<file path="src/rtl/ckd_pkg.sv">
// Package with the constants, state types and the helper function of the clock driver control.
package ckd_pkg;
   // Configuration register width and field positions.
   localparam int CFG_W = 3;
   localparam int CFG_BYPASS = 0;      // Loop bypass request, configuration bit 57.
   localparam int CFG_LEVEL = 1;       // Gated stop level, configuration bit 58.
   localparam int CFG_GATE = 2;        // Gated stop style, configuration bit 59.
   localparam logic [CFG_W-1:0] CFG_RST = 3'h0;

   // Test access port instruction register.
   localparam int IR_W = 4;
   localparam logic [IR_W-1:0] IR_CAPTURE = 4'h1;   // Fixed pattern captured into the shifter.
   localparam logic [IR_W-1:0] IR_CFG = 4'h2;       // Selects the configuration data register.
   localparam logic [IR_W-1:0] IR_BYPASS = 4'hf;    // Selects the one-bit bypass register.

   // Serial bus slave address; the upper part is arbitrary, the lower two bits come from pins.
   localparam logic [4:0] I2C_ADDR_HI = 5'h0d;
   localparam logic [3:0] BIT_CNT_BYTE = 4'h8;
   localparam logic [3:0] BIT_CNT_ZERO = 4'h0;

   // Positions of the pin inputs inside the synchroniser vector.
   localparam int SY_TCLK = 0;
   localparam int SY_TMS = 1;
   localparam int SY_TDI = 2;
   localparam int SY_TRST = 3;
   localparam int SY_SEL = 4;
   localparam int SY_SCL = 5;
   localparam int SY_SDA = 6;
   localparam int SY_LOOP = 7;
   localparam int SY_PD = 8;
   localparam int SY_STOP = 9;
   localparam int SY_IDB = 10;
   localparam int SY_IDA = 11;
   localparam int SY_REF = 12;
   localparam int SY_PLL = 13;
   localparam int SY_LOCK = 14;
   localparam int SY_DIS = 15;
   localparam int SY_W = 16;
   localparam logic [SY_W-1:0] SY_INIT = 16'h0060;   // Serial clock and data idle high.

   // Test access port controller states.
   typedef enum logic [15:0] {
      TAP_TLR = 16'h0001, TAP_RTI = 16'h0002, TAP_SELDR = 16'h0004, TAP_CAPDR = 16'h0008,
      TAP_SHDR = 16'h0010, TAP_EX1DR = 16'h0020, TAP_PDR = 16'h0040, TAP_EX2DR = 16'h0080,
      TAP_UPDR = 16'h0100, TAP_SELIR = 16'h0200, TAP_CAPIR = 16'h0400, TAP_SHIR = 16'h0800,
      TAP_EX1IR = 16'h1000, TAP_PIR = 16'h2000, TAP_EX2IR = 16'h4000, TAP_UPIR = 16'h8000
   } ckd_tap_e;

   // Serial bus slave states.
   typedef enum logic [4:0] {
      I2C_IDLE = 5'h01, I2C_ADDR = 5'h02, I2C_ACKA = 5'h04, I2C_DATA = 5'h08, I2C_ACKD = 5'h10
   } ckd_i2c_e;

   // Next state of the test access port controller for a given mode select level.
   function automatic ckd_tap_e ckd_tap_next(input ckd_tap_e s, input logic m);
      case (s)
         TAP_TLR: ckd_tap_next = m ? TAP_TLR : TAP_RTI;
         TAP_RTI: ckd_tap_next = m ? TAP_SELDR : TAP_RTI;
         TAP_SELDR: ckd_tap_next = m ? TAP_SELIR : TAP_CAPDR;
         TAP_CAPDR: ckd_tap_next = m ? TAP_EX1DR : TAP_SHDR;
         TAP_SHDR: ckd_tap_next = m ? TAP_EX1DR : TAP_SHDR;
         TAP_EX1DR: ckd_tap_next = m ? TAP_UPDR : TAP_PDR;
         TAP_PDR: ckd_tap_next = m ? TAP_EX2DR : TAP_PDR;
         TAP_EX2DR: ckd_tap_next = m ? TAP_UPDR : TAP_SHDR;
         TAP_UPDR: ckd_tap_next = m ? TAP_SELDR : TAP_RTI;
         TAP_SELIR: ckd_tap_next = m ? TAP_TLR : TAP_CAPIR;
         TAP_CAPIR: ckd_tap_next = m ? TAP_EX1IR : TAP_SHIR;
         TAP_SHIR: ckd_tap_next = m ? TAP_EX1IR : TAP_SHIR;
         TAP_EX1IR: ckd_tap_next = m ? TAP_UPIR : TAP_PIR;
         TAP_PIR: ckd_tap_next = m ? TAP_EX2IR : TAP_PIR;
         TAP_EX2IR: ckd_tap_next = m ? TAP_UPIR : TAP_SHIR;
         TAP_UPIR: ckd_tap_next = m ? TAP_SELDR : TAP_RTI;
         default: ckd_tap_next = TAP_TLR;
      endcase
   endfunction : ckd_tap_next
endpackage : ckd_pkg

</file>
<file path="src/rtl/ckd_sync.sv">
// Three-stage pin synchroniser with a stability filter on the last two stages.
`timescale 1ns/1ps
module ckd_sync #(
   parameter int W = 1,
   parameter logic [W-1:0] INIT = '0
) (
   // Clock and reset.
   input wire logic mclk,
   input wire logic rstn,
   // Raw pins and their filtered copy.
   input wire logic [W-1:0] d,
   output logic [W-1:0] q
);
   logic [W-1:0] s1_reg;   // First stage, read only by the second.
   logic [W-1:0] s2_reg;   // Second stage.
   logic [W-1:0] s3_reg;   // Third stage.

   // Shift the pins through the three stages.
   always_ff @(posedge mclk) begin
      if (!rstn) begin
         s1_reg <= INIT;
         s2_reg <= INIT;
         s3_reg <= INIT;
      end else begin
         s1_reg <= d;
         s2_reg <= s1_reg;
         s3_reg <= s2_reg;
      end
   end

   // A bit takes its new value only once the second and third stages agree.
   always_ff @(posedge mclk) begin
      if (!rstn) begin
         q <= INIT;
      end else begin
         for (int i = 0; i < W; i++) begin
            if (s2_reg[i] == s3_reg[i]) begin
               q[i] <= s3_reg[i];
            end
         end
      end
   end
endmodule : ckd_sync

</file>
<file path="src/rtl/ckd_top.sv">
// Control logic of the programmable loop clock driver: stop style, bypass, lock and programming.
`timescale 1ns/1ps
module ckd_top (
   // Clock and reset.
   input wire logic mclk,
   input wire logic rstn,
   // Board control pins.
   input wire logic loop_enable,
   input wire logic power_down_n,
   input wire logic stop_style_ctl,
   input wire logic out_disable,
   // Clock sources and loop status from the analog core.
   input wire logic ref_clk,
   input wire logic pll_clk,
   input wire logic pll_locked,
   // Programming pins shared between scan and serial bus.
   input wire logic trst_n,
   input wire logic if_sel,
   input wire logic tclk,
   input wire logic tms,
   input wire logic tdi,
   input wire logic bus_id_pin_b,
   input wire logic bus_id_pin_a,
   output logic tdo_out,
   output logic tdo_oe,
   input wire logic sda_in,
   output logic sda_out,
   output logic sda_oe,
   // Clock outputs and their common enable.
   output logic true_clk_out,
   output logic inverted_clk_out,
   output logic feedback_clk_out,
   output logic feedback_inv_out,
   output logic clk_oe,
   // Loop control and status.
   output logic pll_enable,
   output logic input_enable,
   output logic lock_out,
   output logic [ckd_pkg::CFG_W-1:0] cfg_state
);
   import ckd_pkg::*;

   logic [SY_W-1:0] pin_vec;   // Raw pins gathered for the synchroniser.
   logic [SY_W-1:0] pin_s;     // Filtered pins in the mclk domain.
   logic tclk_d_reg;           // Previous filtered test clock.
   logic scl_d_reg;            // Previous filtered serial clock.
   logic sda_d_reg;            // Previous filtered serial data.
   ckd_tap_e tap_reg;          // Test controller state.
   logic [IR_W-1:0] ir_sh_reg; // Instruction shifter.
   logic [IR_W-1:0] ir_reg;    // Active instruction.
   logic [CFG_W-1:0] dr_sh_reg;// Configuration data shifter.
   logic byp_reg;              // Bypass bit.
   logic [CFG_W-1:0] cfg_reg;  // Configuration bits 57 to 59.
   ckd_i2c_e i2c_reg;          // Serial bus slave state.
   logic [3:0] bcnt_reg;       // Bits received in the current byte.
   logic [7:0] i2c_sh_reg;     // Serial bus receive shifter.

   assign pin_vec[SY_TCLK] = tclk;
   assign pin_vec[SY_TMS] = tms;
   assign pin_vec[SY_TDI] = tdi;
   assign pin_vec[SY_TRST] = trst_n;
   assign pin_vec[SY_SEL] = if_sel;
   assign pin_vec[SY_SCL] = tclk;      // The test clock pin doubles as the serial clock.
   assign pin_vec[SY_SDA] = sda_in;
   assign pin_vec[SY_LOOP] = loop_enable;
   assign pin_vec[SY_PD] = power_down_n;
   assign pin_vec[SY_STOP] = stop_style_ctl;
   assign pin_vec[SY_IDB] = bus_id_pin_b;
   assign pin_vec[SY_IDA] = bus_id_pin_a;
   assign pin_vec[SY_REF] = ref_clk;
   assign pin_vec[SY_PLL] = pll_clk;
   assign pin_vec[SY_LOCK] = pll_locked;
   assign pin_vec[SY_DIS] = out_disable;

   // Every pin crosses into the mclk domain through the filtered synchroniser.
   ckd_sync #(.W(SY_W), .INIT(SY_INIT)) u_sync (
      .mclk(mclk),
      .rstn(rstn),
      .d(pin_vec),
      .q(pin_s)
   );

   // Edge detection and decoded conditions.
   wire pd_ok = pin_s[SY_PD];
   wire jtag_mode = pin_s[SY_SEL];
   wire tck_rise = pin_s[SY_TCLK] & ~tclk_d_reg;
   wire tck_fall = ~pin_s[SY_TCLK] & tclk_d_reg;
   wire scl_rise = pin_s[SY_SCL] & ~scl_d_reg;
   wire scl_fall = ~pin_s[SY_SCL] & scl_d_reg;
   wire i2c_start = pin_s[SY_SCL] & scl_d_reg & ~pin_s[SY_SDA] & sda_d_reg;
   wire i2c_stop = pin_s[SY_SCL] & scl_d_reg & pin_s[SY_SDA] & ~sda_d_reg;
   wire jtag_rst = ~pin_s[SY_TRST] | ~jtag_mode;
   wire cfg_sel = (ir_reg == IR_CFG);
   wire jtag_cfg_upd = tck_rise & (tap_reg == TAP_UPDR) & cfg_sel;
   wire byte_done = (bcnt_reg == BIT_CNT_BYTE);
   wire [6:0] my_addr = {I2C_ADDR_HI, pin_s[SY_IDB], pin_s[SY_IDA]};
   wire addr_ok = (i2c_sh_reg[7:1] == my_addr) & ~i2c_sh_reg[0];
   wire i2c_cfg_wr = scl_fall & (i2c_reg == I2C_DATA) & byte_done & ~jtag_mode;
   wire bypass = ~pin_s[SY_LOOP] & cfg_reg[CFG_BYPASS];
   wire src_clk = bypass ? pin_s[SY_REF] : pin_s[SY_PLL];
   wire stopped = pin_s[SY_DIS] | ~pd_ok;
   wire gated = pin_s[SY_STOP] | cfg_reg[CFG_GATE];
   wire lvl = cfg_reg[CFG_LEVEL];
   wire shifting = (tap_reg == TAP_SHIR) | (tap_reg == TAP_SHDR);
   wire tdo_bit = (tap_reg == TAP_SHIR) ? ir_sh_reg[0] : (cfg_sel ? dr_sh_reg[0] : byp_reg);

   // Previous levels for edge detection.
   always_ff @(posedge mclk) begin
      if (!rstn) begin
         tclk_d_reg <= 1'b0;
         scl_d_reg <= 1'b1;
         sda_d_reg <= 1'b1;
      end else begin
         tclk_d_reg <= pin_s[SY_TCLK];
         scl_d_reg <= pin_s[SY_SCL];
         sda_d_reg <= pin_s[SY_SDA];
      end
   end

   // The controller steps on rising test clock; reset or serial mode forces the reset state.
   always_ff @(posedge mclk) begin
      if (!rstn || jtag_rst) begin
         tap_reg <= TAP_TLR;
      end else if (tck_rise) begin
         tap_reg <= ckd_tap_next(tap_reg, pin_s[SY_TMS]);
      end
   end

   // Instruction path: capture, shift least significant bit first, then update.
   always_ff @(posedge mclk) begin
      if (!rstn || jtag_rst || tap_reg == TAP_TLR) begin
         ir_sh_reg <= IR_CAPTURE;
         ir_reg <= IR_BYPASS;
      end else if (tck_rise) begin
         if (tap_reg == TAP_CAPIR) begin
            ir_sh_reg <= IR_CAPTURE;
         end else if (tap_reg == TAP_SHIR) begin
            ir_sh_reg <= {pin_s[SY_TDI], ir_sh_reg[IR_W-1:1]};
         end else if (tap_reg == TAP_UPIR) begin
            ir_reg <= ir_sh_reg;
         end
      end
   end

   // Data path: the configuration shifter or the single bypass bit.
   always_ff @(posedge mclk) begin
      if (!rstn) begin
         dr_sh_reg <= CFG_RST;
         byp_reg <= 1'b0;
      end else if (tck_rise && tap_reg == TAP_CAPDR) begin
         dr_sh_reg <= cfg_reg;
         byp_reg <= 1'b0;
      end else if (tck_rise && tap_reg == TAP_SHDR) begin
         dr_sh_reg <= {pin_s[SY_TDI], dr_sh_reg[CFG_W-1:1]};
         byp_reg <= pin_s[SY_TDI];
      end
   end

   // Scan data out moves only on falling test clock and floats outside the shift states.
   always_ff @(posedge mclk) begin
      if (!rstn || jtag_rst) begin
         tdo_out <= 1'b0;
         tdo_oe <= 1'b0;
      end else if (tck_fall) begin
         tdo_out <= tdo_bit;
         tdo_oe <= shifting;
      end
   end

   // Configuration register, written by whichever programming interface is selected.
   always_ff @(posedge mclk) begin
      if (!rstn) begin
         cfg_reg <= CFG_RST;
      end else if (jtag_cfg_upd) begin
         cfg_reg <= dr_sh_reg;
      end else if (i2c_cfg_wr) begin
         cfg_reg <= i2c_sh_reg[CFG_W-1:0];
      end
   end

   // Serial bus slave: address byte with acknowledge, then configuration data bytes.
   always_ff @(posedge mclk) begin
      if (!rstn || jtag_mode || i2c_stop) begin
         i2c_reg <= I2C_IDLE;
         bcnt_reg <= BIT_CNT_ZERO;
         i2c_sh_reg <= 8'h00;
         sda_oe <= 1'b0;
      end else if (i2c_start) begin
         i2c_reg <= I2C_ADDR;
         bcnt_reg <= BIT_CNT_ZERO;
         sda_oe <= 1'b0;
      end else if (scl_rise && (i2c_reg == I2C_ADDR || i2c_reg == I2C_DATA)) begin
         i2c_sh_reg <= {i2c_sh_reg[6:0], pin_s[SY_SDA]};
         bcnt_reg <= bcnt_reg + 4'h1;
      end else if (scl_fall) begin
         case (i2c_reg)
            I2C_ADDR: begin
               if (byte_done) begin
                  i2c_reg <= addr_ok ? I2C_ACKA : I2C_IDLE;
                  sda_oe <= addr_ok;
               end
            end
            I2C_DATA: begin
               if (byte_done) begin
                  i2c_reg <= I2C_ACKD;
                  sda_oe <= 1'b1;
               end
            end
            I2C_ACKA, I2C_ACKD: begin
               i2c_reg <= I2C_DATA;
               bcnt_reg <= BIT_CNT_ZERO;
               sda_oe <= 1'b0;
            end
            default: begin
               i2c_reg <= I2C_IDLE;
            end
         endcase
      end
   end

   // Clock outputs: running, gated to a level, or floating.
   always_ff @(posedge mclk) begin
      if (!rstn) begin
         true_clk_out <= 1'b0;
         inverted_clk_out <= 1'b1;
         feedback_clk_out <= 1'b0;
         feedback_inv_out <= 1'b1;
         clk_oe <= 1'b0;
      end else begin
         true_clk_out <= stopped ? ~lvl : src_clk;
         inverted_clk_out <= stopped ? lvl : ~src_clk;
         feedback_clk_out <= stopped ? ~lvl : src_clk;
         feedback_inv_out <= stopped ? lvl : ~src_clk;
         clk_oe <= ~stopped | gated;
      end
   end

   // Loop control, input enable and lock status.
   always_ff @(posedge mclk) begin
      if (!rstn) begin
         pll_enable <= 1'b0;
         input_enable <= 1'b0;
         lock_out <= 1'b0;
         sda_out <= 1'b0;
         cfg_state <= CFG_RST;
      end else begin
         pll_enable <= ~bypass & pd_ok;
         input_enable <= pd_ok;
         lock_out <= pin_s[SY_LOCK] & ~bypass & pd_ok;
         sda_out <= 1'b0;
         cfg_state <= cfg_reg;
      end
   end
endmodule : ckd_top

</file>
<file path="config.mk">
export PLATFORM = sky130hd
export DESIGN_NAME = ckd_top
export DESIGN_NICKNAME = d
export VERILOG_FILES = /design/src/rtl/ckd_pkg.sv /design/src/rtl/ckd_sync.sv /design/src/rtl/ckd_top.sv
export SDC_FILE = /design/constraint.sdc
export NUM_CORES = 1
export LEC_CHECK = 0
export ABC_AREA = 1
export BUFFER_PORTS_ARGS = -buffer_cell sky130_fd_sc_hd__clkbuf_2
export CORE_UTILIZATION = 40
export DETAILED_ROUTE_END_ITERATION = 6
export PLACE_DENSITY = 0.55
export SYNTH_ARGS = -nofsm -noshare
export SYNTH_HDL_FRONTEND = slang
export SYNTH_SLANG_ARGS = --single-unit
</file>
<file path="constraint.sdc">
create_clock -name mclk -period 1.8 [get_ports mclk]
set_clock_uncertainty 0.05 [all_clocks]
set_input_delay 0.09 -clock mclk [delete_from_list [all_inputs] [get_ports mclk]]
set_output_delay 0.09 -clock mclk [all_outputs]
set_load 0.01 [all_outputs]
</file>
======== Yosys cells after proc, flatten, opt, wreduce, memory -nomap -nowiden ========
Cells that the tools add are included.
word-level totals
  register bits ........................... 127
  bits in latches ......................... 0
  bits in writable memories ............... 0
  ROM bits ................................ 0
  input port bits ......................... 17
  output and inout bits ................... 15
  logic and storage cells ................. 197
  memories ................................ 0
cells by class
  add/subtract/negate cells ............... 1
  multiply operators ...................... 0
  div/mod/pow operators ................... 0
  magnitude comparators ................... 0
  equal/unequal tests ..................... 44
  shift operators ......................... 0
  muxes and demuxes ....................... 37
  bitwise operators ....................... 44
  reductions and logical operators ........ 29
operators by type and width
  cell                  count
  $pmux 16 s12          1
  $mux 16               2
  $mux 4                5
  $not 1->1             20
  $and 1x1->1           19
  $mux 3                6
  $mux 9                2
  $eq 1x1->1            16
  $eq 16x1->1 const B   1
  $eq 16x10->1 const B  1
  $eq 16x11->1 const B  1
  $eq 16x12->1 const B  1
  $eq 16x13->1 const B  1
  $eq 16x14->1 const B  1
  $eq 16x15->1 const B  1
  $eq 16x16->1 const B  1
  $eq 16x2->1 const B   1
  $eq 16x3->1 const B   1
  $eq 16x4->1 const B   1
  $eq 16x5->1 const B   1
  $eq 16x6->1 const B   1
  $eq 16x7->1 const B   1
  $eq 16x8->1 const B   1
  $eq 16x9->1 const B   1
  32 further kinds      68

======== Depth between registers and ports, before layout ========
  depth in word-level cells ............... 8
  gate-level depth with buffers ........... 11
  mapped depth without buffers ............ 11

======== Modules after synthesis ========
Synthesis repeated with hierarchy kept, for this count alone.
second synthesis, totals
  cells, all modules ...................... 674
  area total of the unflattened synthesis .. 5,162.5 µm²
by module, submodules not included
  module    instances  cells each  area an instance (µm²)  sequential area each (µm²)
  ckd_top   1          451         3,104.2                 1,261.2
  ckd_sync  1          223         2,058.2                 1,281.2

======== Worst setup path before layout ========
OpenSTA, ideal clock, no wires.
  kind .................................... register -> register
  from .................................... reg tap_reg[6]
  to ...................................... reg ir_sh_reg[1]
  setup time .............................. 0.116 ns
  data arrival time ....................... 1.233 ns
  data required time ...................... 1.634 ns
  path slack .............................. 0.402 ns
  cell stages (with the launch flop) ...... 11
  buffers on the path ..................... 0
  period minus slack after synthesis ...... 1.398 ns
  path through ............................ dfxtp_1 -> nor2_2 -> nand2_2 -> nor2_4 -> nand2_4 -> clkinv_4 -> o21ai_4 -> nor2_8 -> nand2_1 -> nand2_1 -> a21oi_2
on the way
  cells in the longest elaborated chain, start to end .. 3
  elaborated cells on any way between the ends .. 7
  those cells by class .................... eq/ne: 3; mux: 1; reduce/logical: 3
ends and longest elaborated chain
  item                                                 line                            text
  start: declaration                                   ckd_top.sv:48                   ckd_tap_e tap_reg;
  start signal: assignment                             ckd_top.sv:125                  tap_reg <= ckd_tap_next(tap_reg, pin_s[SY_TMS]);
  $eq 16x12->1 / $eq 16x11->1 (equally long branches)  ckd_top.sv:137, ckd_top.sv:135
  $reduce_bool 2->1 (no source line)                   -
  $reduce_and 2->1 (no source line)                    -
  end signal: assignment                               ckd_top.sv:138                  ir_sh_reg <= {pin_s[SY_TDI], ir_sh_reg[IR_W-1:1]};
  end: declaration                                     ckd_top.sv:49                   logic [IR_W-1:0] ir_sh_reg;
Parallel ways exist; a longest one is shown, timed or not.
A chain may end at the register's enable or synchronous reset.

======== Worst setup path in the final report ========
  from .................................... reg tap_reg[6]
  to ...................................... reg cfg_reg[0]
on the way
  cells in the longest elaborated chain, start to end .. 4
  elaborated cells on any way between the ends .. 5
  those cells by class .................... eq/ne: 1; mux: 1; bitwise: 2; reduce/logical: 1
ends and longest elaborated chain
  item                                                line            text
  $eq 16x9->1 *                                       ckd_top.sv:94   wire jtag_cfg_upd = tck_rise & (tap_reg == TAP_UPDR) & cfg_sel;
  $and 1x1->1 * (2 in series)                         ckd_top.sv:94
  $mux 3 / $reduce_bool 2->1 (equally long branches)  -
  end signal: assignment                              ckd_top.sv:175  cfg_reg <= dr_sh_reg;
  end signal: assignment                              ckd_top.sv:177  cfg_reg <= i2c_sh_reg[CFG_W-1:0];
  end: declaration                                    ckd_top.sv:53   logic [CFG_W-1:0] cfg_reg;
Mark *: on every way between the ends. The rest lies on a longest branch, timed or not.

==> run metrics <==
Final Cycle Share between 90% and 100%; WP data arrival ~1.9 ns; most frequent cells in the layout 179 x nand2_1, 127 x dfxtp_1, 101 x inv_1; critical path's slowest cell dfxtp_1; CTS buffer count 17; ANT nets after route 0; vias in the first global route 3895; RSZ-0062 raised after global routing no; FF-to-FF Start tap_reg[6]; Sw Ratio between 20% and 30%; Hold Slack 0.05595 ns; CP most frequent cell nor2_1; Comb power frac between 2 and 2.5%; crit path launch type flop; Routed WL 9930 um; Post-Place Cell Area ~0.0054 mm2; average size of a mapped cell about 7.5 um2; FMAX between 600 and 700 MHz; post_cts resized 0; P per Cell Area 1032 mW/mm2; crit-path max FO 4; total grt overflow 0; Hold Buf Count CTS 15; Post-synth top flop dfxtp_1; Hold WC Path Type input port to flop; antenna cells 0; Post-synth EDFFs 0; Cells after Synth approximately 670; reg2reg setup slack approximately 0.16 ns; Reg clk slew, reported paths 0.06 ns; GP Congestion about 0.86; top-level I/O count 32; CP peak stage delay 0.34 ns; fin util roughly 50%; hold path depth 3; Hold Path End u_sync.s1_reg[2]; cell taking the most area after synthesis dfxtp_1; P_leak 0.002861 uW; Reg power frac between 40% and 50%; commonest non-fill, non-tap cell in the layout nand2_1; layout cells sized above 1 15.12%; Vias/cell between 4 and 5; Pins Over Slew Limit 0; Final min period around 1.6 ns; top-area cell type share of the netlist area 50.61%; synth top area cells dfxtp_1 51%, nand2_1 13%, inv_1 7.5%, a21oi_1 4.9%, nor2_1 4.9%; routed vias 4089; hold path startpoint rstn; Synthesized Nets roughly 690; CTS max path bufs 2; number of detailed-route iterations in the first pass 4; worst skew pair latency approximately 0.42 ns; peak supply drop roughly 630 uV; Reg2Reg Depth 8; status complete, no violations; initial DRC count 149; dpl hpwl slightly below 7000 um; Pint ~5000 uW; largest net degree at the start of global routing 46; Tot GR Track Use 16.91%; port buffer count 30; initial core utilization 41.48%; worst path cell trace nor2_2 > nand2_2 > nor2_4 > nand3_1 > nor2_1 > nor2_1 > nand2_1 > a21oi_1; TritonCTS clock tree yes; final instance area slightly above 0.006 mm2; initial antenna violation count 0; Post-synth ARST share 0%; Clk network pwr share 51.8%; CORE AREA between 0.01 and 0.015 mm2; drt drc 0; YS warnings 0; setup TNS 0 ns; nets@finish 742; post-CTS setup repair buffer count 0; first-pass GRT wire length about 17000 um; worst path required time a little over 2 ns; die span in x between 100 and 150 um; die area roughly 0.013 mm2; Filler cells roughly 1200; Critical R2R Capture cfg_reg[0]; CP Capture Type flop; Hold Fails Final Rpt 0; Final Setup Violations 0; chip height approximately 110 um; Root Buffer clkbuf_16; flops & latches, synth roughly 130; Switching Power between 1000 and 1500 uW; DR WL/cell 11.01 um; Cell Area, Synth approximately 0.0050 mm2; Yosys cell types 41; htree depth 4; post-synthesis sequential area ratio about 51%; Sink Count between 100 and 150; Core Rows 40; Max-Cap Viols 0; P&R area growth vs syn 21.12%; Setup CP Type flop to flop
-- layer usage --
layer	vias to the layer above	track usage, %	share of wire (%)
li1	2170	-	-
met1	1824	20.70	49
met2	74	26.95	45
met3	21	5.029	4.6
met4	0	8.745	2.0
met5	-	0	0
-- worst max path at each step --
| stage | from | to | slack, ns | cells past startpoint |
|---|---|---|---|---|
| floorplan | tap_reg[6] | ir_sh_reg[1] | 0.40 | 10 |
| global placement | tap_reg[6] | cfg_reg[1] | 0.23 | 8 |
| detailed placement | tap_reg[4] | cfg_reg[0] | 0.20 | 8 |
| CTS | tap_reg[6] | cfg_reg[0] | 0.16 | 8 |
| global route | tap_reg[6] | cfg_reg[0] | 0.003 | 8 |
| finish | tap_reg[6] | cfg_reg[0] | 0.16 | 8 |
-- layout make-up --
cell class	count	area [um2]	share of cell area (%)
repair buffers	52	365.4	6.005
multi-input cells	417	1993	32.76
well taps	168	210.2	3.455
inverters	108	412.9	6.786
flip-flops and latches	127	2542	41.78
clock inverters	11	117.6	1.933
clock buffers	19	442.9	7.279
-- synth_stat cells (2+ instances only) --
cell type / number
nand2_1: 179
dfxtp_1: 127
inv_1: 101
nor2_1: 65
a21oi_1: 49
nand3_1: 27
o21ai_0: 27
nor2_2: 7
clkbuf_1: 6
nand2_2: 6
o211ai_1: 6
or2_2: 6
a21oi_2: 5
inv_2: 5
buf_4: 4
nor2_4: 4
nor3_1: 4
buf_2: 3
nand4_1: 3
o21ai_1: 3
a31oi_1: 2
buf_1: 2
ha_1: 2
nand2_4: 2
nand3_2: 2
nand3b_1: 2
nor2_8: 2
nor3_2: 2
o21bai_1: 2
-- power by group through the flow --
stage	Sequential, uW	Clock [uW]	Combinational (uW)
floorplan	2940	0	78.1
detailed placement	2940	0	120
global route	2880	3440	165
global placement	2940	0	118
CTS	2880	3330	146
finish	2880	3250	144
-- cells by family after synthesis --
family                   share of synthesized area (%)
AO/OA/AOI/OAI                                    10.78
buffers and inverters                            9.714
adder cells (fa/ha/maj)                         0.6973
XOR/XNOR                                        0.1744
other                                          0.07465
flip-flops                                       50.61
AND/OR/NAND/NOR                                  27.95
-- critical path, delay by kind of cell, from the launching register on --
kind / cells / cell delay [ns]
and+or+nand+nor: 7 / 1.07
DFF: 1 / 0.34
AOI/OAI and AO/OA: 1 / 0.07
-- through the flow --
step                std cells  power, uW  setup slack, ns
global placement          857       3057           0.2291
detailed placement        857       3062           0.2014
floorplan                 667       3016           0.4015
CTS                       902       6357           0.1628
finish                    902       6279           0.1647
global route              902       6494         0.003112
No activity file was read; power rests on OpenSTA's default activity.
